`src/ffl_pkg.sv`:
```
// package of constants for the flash driver fault latch
// ****************************************************************
// Functional notes
// overvoltage trip shuts down, sets flag bit 7, latches disabled until cleared.
// missing output capacitor at event enable shuts down, sets bit 7, latches.
// overvoltage and missing capacitor share the single flag bit 7.
// two-pin mode, both enables high over 850 ms disables; all enables low clears.
// register mode, strobe enabled and level sensitive, high over 850 ms sets bit 4.
// thermal protection asserts: shut down, set bit 5, latch disabled.
// lamp drive below short threshold during startup sets bit 6, latches.
// current limit from mode bits 7:6; exceeding sets bit 1, latches disabled.
// mode bit 3 enables LED count detection at 80 mA at each event start.
// detection enabled and forward voltage above 4.3 V reads flag bit 3 high.
// supply low lockout shuts down and resets every register to default.
// host read of fault flags clears latched flags and re-enables the device.
// mode bit 5 selects strobe edge (0) or level (1), level by default.
// comparator and enable inputs are synchronised before latching or timing.
// timeout counter restarts when condition drops, timed from a divided tick.
// ****************************************************************
`default_nettype none

package ffl_pkg;
  localparam logic [7:0] ADDR_OUTPUT_MODE_CONTROL = 8'h04;
  localparam logic [7:0] ADDR_FAULT_FLAGS         = 8'h05;

  localparam logic [7:0] RST_OUTPUT_MODE_CONTROL  = 8'hB4;
  localparam logic [7:0] RST_FAULT_FLAGS          = 8'h08;

  localparam int MODE_ILIM_LSB   = 6;
  localparam int MODE_STROBE_LVL = 5;
  localparam int MODE_TORCH_OK   = 4;
  localparam int MODE_DETECT_EN  = 3;
  localparam int MODE_STROBE_EN  = 2;
  localparam int MODE_OUT_LSB    = 0;

  localparam int FLAG_OVP        = 7;
  localparam int FLAG_SHORT      = 6;
  localparam int FLAG_THERMAL    = 5;
  localparam int FLAG_TIMEOUT    = 4;
  localparam int FLAG_TWO_LEDS   = 3;
  localparam int FLAG_ILIM       = 1;

  localparam logic [7:0] FLAG_LATCH_MASK = 8'hF2;
  // reserved bits 2 and 0 always read as zero
  localparam logic [7:0] FLAG_READ_MASK  = 8'hFA;

  localparam int CLK_HZ          = 125_000_000;
  localparam int TICK_US         = 1000;
  localparam int TICK_CYCLES     = CLK_HZ / 1_000_000 * TICK_US;
  localparam int TIMEOUT_MS      = 850;
  localparam int TIMEOUT_TICKS   = TIMEOUT_MS * 1000 / TICK_US;
  localparam int SYNC_STAGES     = 2;
endpackage : ffl_pkg

`default_nettype wire

```
`src/ffl_fault_latch.sv`:
```
// fault supervision and latching logic of the flash driver
`default_nettype none

module ffl_fault_latch #(
  parameter int TICK_CYCLES   = ffl_pkg::TICK_CYCLES,
  parameter int TIMEOUT_TICKS = ffl_pkg::TIMEOUT_TICKS
) (
  input  wire logic       clk_sys,
  input  wire logic       reset,
  input  wire logic       supply_low_lockout,
  input  wire logic       register_mode,
  input  wire logic       enable_input_one,
  input  wire logic       enable_input_two,
  input  wire logic       torch_input,
  input  wire logic       strobe_input,
  input  wire logic       ovp_trip,
  input  wire logic       cap_missing,
  input  wire logic       thermal_trip,
  input  wire logic       lamp_short,
  input  wire logic       ilim_trip,
  input  wire logic       vf_high,
  input  wire logic       reg_wr,
  input  wire logic       reg_rd,
  input  wire logic [7:0] reg_addr,
  input  wire logic [7:0] reg_wdata,
  output logic      [7:0] reg_rdata,
  output logic            reg_rvalid,
  output logic            driver_enable,
  output logic            event_active,
  output logic            detect_drive,
  output logic      [1:0] ilim_select
);
  import ffl_pkg::*;

  // any latched fault holds the driver off; bit 3 is status only
  function automatic logic has_fault(input logic [7:0] flags);
    return |(flags & FLAG_LATCH_MASK);
  endfunction : has_fault

  // reserved bits and unmapped addresses read as zero
  function automatic logic [7:0] read_view(input logic [7:0] addr,
                                           input logic [7:0] mode,
                                           input logic [7:0] flags);
    logic [7:0] view;
    view = 8'h00;
    unique case (addr)
      ADDR_OUTPUT_MODE_CONTROL: view = mode;
      ADDR_FAULT_FLAGS:         view = flags & FLAG_READ_MASK;
      default:                  view = 8'h00;
    endcase
    return view;
  endfunction : read_view

  // ****************************************************************
  // input synchronisers
  // ****************************************************************
  localparam int NSYNC = 11;
  logic [NSYNC-1:0] raw_in;
  logic [NSYNC-1:0] sync1_q;
  logic [NSYNC-1:0] sync2_q;
  logic             s_supply_low_lockout;
  logic             s_en1;
  logic             s_en2;
  logic             s_torch;
  logic             s_strobe;
  logic             s_ovp;
  logic             s_cap;
  logic             s_therm;
  logic             s_short;
  logic             s_ilim;
  logic             s_vf;

  assign raw_in = {
    supply_low_lockout,
    enable_input_one,
    enable_input_two,
    torch_input,
    strobe_input,
    ovp_trip,
    cap_missing,
    thermal_trip,
    lamp_short,
    ilim_trip,
    vf_high
  };

  // the first stage feeds only the second stage
  always_ff @(posedge clk_sys) begin
    if (reset) begin
      sync1_q <= '0;
      sync2_q <= '0;
    end else begin
      sync1_q <= raw_in;
      sync2_q <= sync1_q;
    end
  end

  assign {
    s_supply_low_lockout,
    s_en1,
    s_en2,
    s_torch,
    s_strobe,
    s_ovp,
    s_cap,
    s_therm,
    s_short,
    s_ilim,
    s_vf
  } = sync2_q;

  // lockout acts like power-on reset for all state below
  logic clear_all;
  assign clear_all = reset | s_supply_low_lockout;

  // ****************************************************************
  // registers
  // ****************************************************************
  logic [7:0] mode_q;
  logic [7:0] flags_q;
  logic [7:0] flags_d;
  logic       rd_flags;
  logic       wr_mode;
  logic       disabled;
  logic       timeout_hit;
  logic       startup_q;
  logic       two_pin_clear;

  // register_mode is a static strap, so it is used without synchronising
  assign rd_flags = register_mode & reg_rd & (reg_addr == ADDR_FAULT_FLAGS);
  // the fault flags are read only, so only the mode register takes writes
  assign wr_mode  = reg_wr & (reg_addr == ADDR_OUTPUT_MODE_CONTROL);

  always_ff @(posedge clk_sys) begin
    if (clear_all) begin
      mode_q <= RST_OUTPUT_MODE_CONTROL;
    end else if (wr_mode) begin
      mode_q <= reg_wdata;
    end
  end

  // ****************************************************************
  // event start detection
  // ****************************************************************
  logic strobe_active;
  logic strobe_prev_q;
  logic strobe_edge;
  logic detect_on;
  logic run_req;
  logic run_prev_q;
  logic run_start;

  // an edge strobe makes a single-cycle request on its rising edge only
  assign strobe_edge   = s_strobe & ~strobe_prev_q;
  assign strobe_active = mode_q[MODE_STROBE_EN] &
                         (mode_q[MODE_STROBE_LVL] ? s_strobe : strobe_edge);

  // register mode: the mode field or the strobe pin; two-pin mode: any enable input
  always_comb begin
    if (register_mode) begin
      run_req = (mode_q[MODE_OUT_LSB +: 2] != 2'b00) | strobe_active;
    end else begin
      run_req = s_en1 | s_en2 | s_torch;
    end
  end

  assign run_start = run_req & ~run_prev_q;
  assign detect_on = register_mode & mode_q[MODE_DETECT_EN];
  // two-pin mode has no register port, so dropping every enable input is the clear
  assign two_pin_clear = ~register_mode & ~s_en1 & ~s_en2 & ~s_torch;

  // while disabled the start detector stays re-armed, so a cleared fault starts afresh
  always_ff @(posedge clk_sys) begin
    if (clear_all) begin
      strobe_prev_q <= 1'b0;
      run_prev_q    <= 1'b0;
      startup_q     <= 1'b0;
    end else begin
      strobe_prev_q <= s_strobe;
      run_prev_q    <= run_req & ~disabled;
      startup_q     <= run_start & ~disabled;
    end
  end

  // ****************************************************************
  // fault flag latch
  // ****************************************************************
  // faults set regardless of a same-cycle read, so set wins over the clear
  always_comb begin
    flags_d = flags_q;
    if (rd_flags || two_pin_clear) begin
      flags_d = flags_q & ~FLAG_LATCH_MASK;
    end
    if (s_ovp) begin
      flags_d[FLAG_OVP] = 1'b1;
    end
    if (s_cap && run_start) begin
      flags_d[FLAG_OVP] = 1'b1;
    end
    if (s_therm) begin
      flags_d[FLAG_THERMAL] = 1'b1;
    end
    if (s_short && startup_q) begin
      flags_d[FLAG_SHORT] = 1'b1;
    end
    if (s_ilim) begin
      flags_d[FLAG_ILIM] = 1'b1;
    end
    if (timeout_hit) begin
      flags_d[FLAG_TIMEOUT] = 1'b1;
    end
    if (detect_on && startup_q) begin
      flags_d[FLAG_TWO_LEDS] = s_vf;
    end
  end

  // lockout loads the flag reset value just like a power-on reset
  always_ff @(posedge clk_sys) begin
    if (clear_all) begin
      flags_q <= RST_FAULT_FLAGS;
    end else begin
      flags_q <= flags_d;
    end
  end

  assign disabled = has_fault(flags_q);

  // ****************************************************************
  // 850 ms timeout from a divided tick
  // ****************************************************************
  localparam int TW = $clog2(TICK_CYCLES + 1);
  localparam int CW = $clog2(TIMEOUT_TICKS + 2);
  logic [TW-1:0] div_q;
  logic          tick;
  logic [CW-1:0] to_cnt_q;
  logic          to_cond;

  assign tick    = (div_q == TW'(TICK_CYCLES - 1));
  // in register mode only a level strobe can time out; an edge strobe is a single-cycle request
  always_comb begin
    if (register_mode) begin
      to_cond = mode_q[MODE_STROBE_EN] & mode_q[MODE_STROBE_LVL] & s_strobe;
    end else begin
      to_cond = s_en1 & s_en2;
    end
  end

  // the divider runs free, so the first tick may land up to one tick period early
  always_ff @(posedge clk_sys) begin
    if (clear_all || tick) begin
      div_q <= '0;
    end else begin
      div_q <= div_q + TW'(1);
    end
  end

  // longer than the limit: fire once the count passes the limit tick
  always_ff @(posedge clk_sys) begin
    if (clear_all || !to_cond) begin
      to_cnt_q <= '0;
    end else if (tick && to_cnt_q <= CW'(TIMEOUT_TICKS)) begin
      to_cnt_q <= to_cnt_q + CW'(1);
    end
  end

  assign timeout_hit = to_cond & tick & (to_cnt_q == CW'(TIMEOUT_TICKS));

  // ****************************************************************
  // read port
  // ****************************************************************
  always_ff @(posedge clk_sys) begin
    if (clear_all) begin
      reg_rdata  <= 8'h00;
      reg_rvalid <= 1'b0;
    end else begin
      reg_rvalid <= reg_rd;
      if (reg_rd) begin
        reg_rdata <= read_view(reg_addr, mode_q, flags_q);
      end
    end
  end

  // ****************************************************************
  // driver outputs
  // ****************************************************************
  // driver_enable drops on the same edge that latches the fault, not a cycle later
  always_ff @(posedge clk_sys) begin
    if (clear_all) begin
      driver_enable <= 1'b0;
      event_active  <= 1'b0;
      detect_drive  <= 1'b0;
      ilim_select   <= RST_OUTPUT_MODE_CONTROL[MODE_ILIM_LSB +: 2];
    end else begin
      driver_enable <= ~disabled & ~has_fault(flags_d);
      event_active  <= run_req & ~disabled;
      detect_drive  <= detect_on & run_start & ~disabled;
      ilim_select   <= mode_q[MODE_ILIM_LSB +: 2];
    end
  end
endmodule : ffl_fault_latch

`default_nettype wire

```
`config.mk`:
```
export PLATFORM = sky130hd
export DESIGN_NAME = ffl_fault_latch
export DESIGN_NICKNAME = d
export VERILOG_FILES = /design/src/ffl_pkg.sv /design/src/ffl_fault_latch.sv
export SDC_FILE = /design/constraint.sdc
export NUM_CORES = 1
export LEC_CHECK = 0
export BUFFER_PORTS_ARGS = -buffer_cell sky130_fd_sc_hd__buf_2
export CAP_MARGIN = 40
export CORE_ASPECT_RATIO = 1.5
export CORE_MARGIN = 5
export CORE_UTILIZATION = 56
export DETAILED_ROUTE_END_ITERATION = 6
export PLACE_DENSITY = 0.78
export SLEW_MARGIN = 20
export SYNTH_ARGS = -nofsm -noshare
export SYNTH_HDL_FRONTEND = slang
export SYNTH_SLANG_ARGS = --single-unit
```
`constraint.sdc`:
```
create_clock -name clk_sys -period 2.4 [get_ports clk_sys]
set_input_delay 0 -clock clk_sys [delete_from_list [all_inputs] [get_ports clk_sys]]
set_output_delay 0 -clock clk_sys [all_outputs]
set_load 0.02 [all_outputs]
```
==> impl_metrics.tcl, run 1 <==
set metrics [dict create \
    status "complete, no violations" \
    skew_ps 10.2 \
    synth_top_area_share_pct 50.5 \
    final_cell_mix "dfxtp_1 (79), buf_2 (45), nor2_1 (40)" \
    synth_fa_ha_area_share_pct 1.20 \
    drt-initial-drc-count 139 \
    place_area_um2 3400 \
    grt_pass1_wl_mm 10.4 \
    hold_path_depth 3 \
    grt_usage_pct 18.1 \
    cp.required_ps 2640 \
    std_cell_rows 33 \
    detail-route-antenna-nets 0 \
    synthCells 325 \
    synth_area_leaders "dfxtp_1 (51%), nand3_1 (4.8%), nor2_1 (4.8%)" \
    routedWlPerCell_um 13.4 \
    ys_seq_elements 79 \
    die_x_um 71.0 \
    power_density_nw_per_um2 621 \
    io_pins 46 \
    hold_slack_ps 18.8 \
    r2r-start "div_q[0]" \
    grt_max_degree 26 \
    synthToLayoutAreaGrowth_pct 21.6 \
    final_core_util_pct 69.8 \
    antenna_found_initial 0 \
    start_util_pct 57.4 \
    relSlewSlack_pct 64.8 \
    synth_area_um2 3130 \
    crit_type "register to register" \
    clock_sinks 79 \
    hold_path_class "input port to register" \
    pre_cts_ws_ps 540 \
    core-area_um2 5450 \
    clk-insertion-delay-late_ps 340 \
    tightestPinTransition_ps 523 \
    post-route-min-period_ps 1870 \
    reg2reg_depth 6 \
    clk_pin_slew_ps 80 \
    highest_layer "met4" \
    hp-start "reg_wr" \
    synth_xor_area_share_pct 5.04 \
    setup_ws_ps 533 \
    die_y_um 102 \
    clockRootBuffer "clkbuf_8" \
    worstSetupEndpointType "register" \
    setup.worst_path.start_class "register" \
    yosysSeqAreaShare_pct 50.5 \
    dieArea_um2 7210 \
    htreeDepth 3 \
    synth_top_family_by_area "simple AND/OR/NAND/NOR gates" \
    port_buffers 45 \
    hold_viol_final 0 \
    drv_cap 0 \
    drv_slew 0 \
    rsz0062_at_grt "false" \
    grt_pass1_vias 2434 \
    post-route-cell-area_um2 3800 \
    drcViolationCount 0 \
    num_vias 2463 \
    wl_met1_mm 2.66 \
    overflow 0 \
    peakVddDrop_v 0.000470 \
    dp.cells 429 \
    finalCritPeriodShare_pct 77.8 \
    yosysTopAreaCell "dfxtp_1" \
    firstDrtPassIters 4 \
    ys_types 52 \
    arrival_ps 2110 \
    p_leak_nw 1.45 \
    p_total_mw 2.36 \
    nFillCells 445 \
    antenna_cells 0 \
    dp_hpwl_mm 4.32 \
    multiInputGateArea_um2 1470 \
    crit_start "div_q[0]" \
    cts_buffer_depth 2 \
    synth-compound-area-share_pct 12.1 \
    place_congestion 0.818 \
    fmax_mhz 536 \
    avgSynthCellArea_um2 9.63 \
    cp_max_fo 9 \
    layout_commonest_cell "dfxtp_1" \
    yosys_warnings 0 \
    route.met2.wl_mm 3.34 \
    syn-num-nets 360 \
    setup_viol 0 \
    totalWireLength_mm 6.29 \
    met3_length_um 213 \
    cts_tree "yes" \
    nNetsFinal 428 \
    final.setup.tns_ps 0 \
    synthMuxAreaShare_pct 0.640 \
    drive_gt1_share_pct 19.6 \
    synth_simple_gate_area_share_pct 27.9 \
    fin_cells 468 \
    regArea_um2 1580 \
    via_per_inst 5.26 \
    cts_made_buffers 9 \
]
report_power, final:
part           internal (mW)  leakage [nW]  switching, mW
clock network          0.381        0.0793          0.475
registers               1.34         0.644         0.0155
logic                 0.0748         0.731         0.0744
total                   1.80          1.45          0.564
area by class of cell:
| type | count | area share, % |
|---|---|---|
| multi-input cells | 226 | 38.5 |
| repair buffers | 70 | 12.4 |
| inverters | 7 | 0.691 |
| clock inverters | 6 | 1.18 |
| well taps | 70 | 2.30 |
| clock buffers | 10 | 3.36 |
| flip-flops and latches | 79 | 41.6 |
worst paths after layout:
| path | slack [ps] | endpoint |
|---|---|---|
| worst max register to register | 530 | to_cnt_q[6] |
| worst min-delay path | 20 | mode_q[3] |
| worst min register to register | 440 | sync2_q[7] |
| worst max-delay path | 530 | to_cnt_q[6] |
worst max-delay path, cell delays in order (launching register included):
cell and delay (ps):
dfxtp_1 360, ha_1 230, and3_2 240, nand3_1 200, a211oi_4 430, a21oi_1 120
o21ba_1 190
sequential cells by signal, summed over array words and instances (netlist names), 2 cells and up:
signal	flops
sync2_q	11
flags_q	6
div_q	17
ilim_select	2
reg_rdata	8
to_cnt_q	10
mode_q	8
sync1_q	11
cell families (layout without fill, tap and decap cells):
group           Yosys count  in the layout
buf+inv                  20             93
fa+ha+maj                 3              3
simple gates            159            159
xor+xnor                 18             18
mux                       2              2
compound gates           44             44
flops                    79             79
metal layers:
metal | up-vias | global-route usage [%]
met5 | - | 0
met4 | 0 | 6.37
met3 | 5 | 4.97
met2 | 50 | 33.6
met1 | 1137 | 19.7
li1 | 1271 | -
Yosys cell counts (all sizes together):
cell / count
a2111oi: 4
a211oi: 7
a21bo: 2
a21o: 2
a21oi: 14
a221oi: 1
a22oi: 7
a41oi: 2
and2: 4
and3: 9
and4: 3
and4b: 1
buf: 5
clkbuf: 8
dfxtp: 79
ha: 3
inv: 7
mux2i: 2
nand2: 20
nand2b: 3
nand3: 31
nand3b: 3
nand4: 3
nand4b: 1
nor2: 40
nor2b: 23
nor3: 5
nor3b: 1
nor4: 6
nor4b: 1
nor4bb: 1
o211ai: 1
o21ba: 1
o22a: 1
o2bb2ai: 1
o31a: 1
or2: 1
or2b: 1
or3: 2
xnor2: 10
xor2: 8
what timing repair did:
item	CTS	global route
hold buffers	23	0
gates resized for setup	0	0
setup buffers	0	0
hold endpoints to repair	20	0
Note: power is estimated with default switching activity, not from simulation.
==> run 2: changes to the inputs <==
ABC_AREA = 1   (was default)
CORE_UTILIZATION = 51   (was 56)
PLACE_DENSITY = 0.75   (was 0.78)
clock period = 1.6 ns   (was 2.4 ns; I/O delays follow)
==> run 2 against run 1 <==
Sequential share of layout area is 4.3 points lower. Count of clock-buffer cells in the layout stayed put. Maximum frequency is 26% higher. Critical path depth stayed put. Largest cell class unchanged. First-iteration DRC count increased by 86%. Largest power group unchanged. Routed wire length rose by 26%. Highest routed layer unchanged. Die area rose by 20%. Critical path type unchanged. Global-route usage grew 1.2 points. Sequential power up 50%. Synthesized cell count increased by 50%. Combinational power rose by 100%.
==> impl_metrics.tcl, run 2 <==
set metrics [dict create \
    antenna_cells 0 \
    totalWireLength_mm 7.94 \
    synth_top_area_share_pct 45.1 \
    dp_hpwl_mm 5.80 \
    htreeDepth 3 \
    synthCells 488 \
    yosysSeqAreaShare_pct 45.1 \
    relSlewSlack_pct 66.0 \
    core-area_um2 6810 \
    std_cell_rows 37 \
    yosysMostFrequentCell "nor2_1" \
    synth_area_um2 3510 \
    post-cts-setup-buffer-count 0 \
    ys_types 34 \
    avgSynthCellArea_um2 7.19 \
    cts_tree "yes" \
    cp_slowest_cell "o21ai_0" \
    ys.flop_type "dfxtp_1" \
    detail-route-antenna-nets 0 \
    drt-initial-drc-count 259 \
    place_congestion 0.892 \
    drive_gt1_share_pct 19.5 \
    clk_pin_slew_ps 80 \
    post-route-min-period_ps 1490 \
    via_per_inst 4.98 \
    arrival_ps 1780 \
    cp_max_fo 9 \
    crit_top_cell "o21ai_0" \
    cts_made_buffers 9 \
    p_leak_nw 1.93 \
    start_util_pct 51.5 \
    dieArea_um2 8670 \
    regMostFlops "div_q" \
    port_buffers 45 \
    final.setup.tns_ps 0 \
    clock_sinks 79 \
    num_vias 3222 \
    nNetsFinal 601 \
    status "complete, no violations" \
    cp_cell_sequence "nand2_1 > o21ai_0 > nand2_2 > inv_1 > o21ai_0 > nor2_1" \
    synth_edf_count 0 \
    synthTopCellsByCount "nor2_1 (86), inv_1 (85), dfxtp_1 (79), nand2_1 (79), nand3_1 (32)" \
    skew_ps 12.0 \
    reg_top3 "div_q x17, sync1_q x11, sync2_q x11" \
    fmax_mhz 673 \
    hold_path_class "input port to register" \
    syn-num-nets 523 \
    nFillCells 589 \
    routedWlPerCell_um 12.3 \
    rsz0062_at_grt "false" \
    grt_usage_pct 19.3 \
    final_core_util_pct 62.7 \
    yosysTopAreaCell "dfxtp_1" \
    p_total_mw 3.62 \
    die_y_um 112 \
    dp.cells 611 \
    drcViolationCount 0 \
    die_x_um 77.7 \
    final_cell_mix "inv_1 (85), nor2_1 (85), nand2_1 (77)" \
    ys_async_sr_fraction_pct 0 \
    cp.required_ps 1890 \
    io_pins 46 \
    grt_pass1_vias 3127 \
    fin_cells 647 \
    power_density_nw_per_um2 850 \
    drv_cap 0 \
    worstSetupEndpointType "register" \
    firstDrtPassIters 5 \
    antenna_found_initial 0 \
    overflow 0 \
    grt_pass1_wl_mm 13.6 \
    cts_buffer_depth 2 \
    grt_max_degree 23 \
    setup_viol 0 \
    drv_slew 0 \
    synth_area_leaders "dfxtp_1 (45%), nor2_1 (9.2%), inv_1 (9.1%)" \
    crit_type "register to register" \
    setup.worst_path.start_class "register" \
    clk-insertion-delay-late_ps 360 \
    finalCritPeriodShare_pct 92.9 \
    peakVddDrop_v 0.000704 \
    tightestPinTransition_ps 504 \
    ys_seq_elements 79 \
    synthToLayoutAreaGrowth_pct 21.6 \
    clockRootBuffer "clkbuf_8" \
    largest_reg_flops 17 \
    hold_viol_final 0 \
    cp_slowest_stage_delay_ps 440 \
    yosys_warnings 0 \
]
==> run 2: layout make-up <==
class | count | area, um^2 | area share, %
Multi-Input combinational cell | 308 | 1550 | 36.4
Clock buffer | 10 | 138 | 3.23
Sequential cell | 79 | 1590 | 37.2
Tap cell | 78 | 97.6 | 2.29
Timing Repair Buffer | 75 | 518 | 12.1
Inverter | 93 | 349 | 8.19
Clock inverter | 4 | 23.8 | 0.558
==> run 2: cell families after synthesis <==
kind of cell | share of synthesized area, %
fa+ha+maj | 1.07
compound gates | 8.99
xor+xnor | 2.25
simple gates | 31.4
flops | 45.1
buf+inv | 11.2
==> run 2: what timing repair did <==
item                                   CTS  global route
endpoints found under the hold margin   23             0
hold buffers                            22             0
setup endpoints to repair                0            25
gates resized for setup                  0            12
==> run 2: report_power, final <==
part           internal, mW  switching, mW  total (mW)
registers              2.02         0.0242        2.04
clock network         0.582          0.697        1.28
logic                 0.136          0.163       0.300
total                  2.74          0.885        3.62
==> run 2: worst paths after layout <==
kind              startpoint           to  slack, ps  cells past startpoint
setup reg to reg   mode_q[2]  to_cnt_q[1]        110                      6
hold / removal        reg_wr    mode_q[0]        120                      5
setup / recovery   mode_q[2]  to_cnt_q[1]        110                      6
hold reg to reg   sync1_q[9]   sync2_q[9]        410                      2
==> run 2: routing by layer <==
| metal | vias to the layer above | global-route usage (%) | routed length [um] |
|---|---|---|---|
| met5 | - | 0 | 0 |
| met4 | 0 | 8.72 | 225 |
| met3 | 24 | 4.37 | 312 |
| met2 | 69 | 35.6 | 4300 |
| met1 | 1459 | 20.3 | 3110 |
| li1 | 1670 | - | - |
==> run 2: worst max-delay path, delay by kind of cell, from the launching register on <==
| kind | cells | cell delay, ps |
|---|---|---|
| AOI/OAI and AO/OA | 2 | 520 |
| buffers and inverters | 1 | 120 |
| DFF | 1 | 360 |
| and+or+nand+nor | 3 | 420 |
==> run 2: metrics by stage <==
stage	worst slack (ps)	area (um^2)	hold slack [ps]
finish	113	4260	115
detailed placement	42.3	3860	207
CTS	57.2	4240	107
floorplan	239	3510	71.2
global placement	121	3860	203
global route	1.51	4260	128
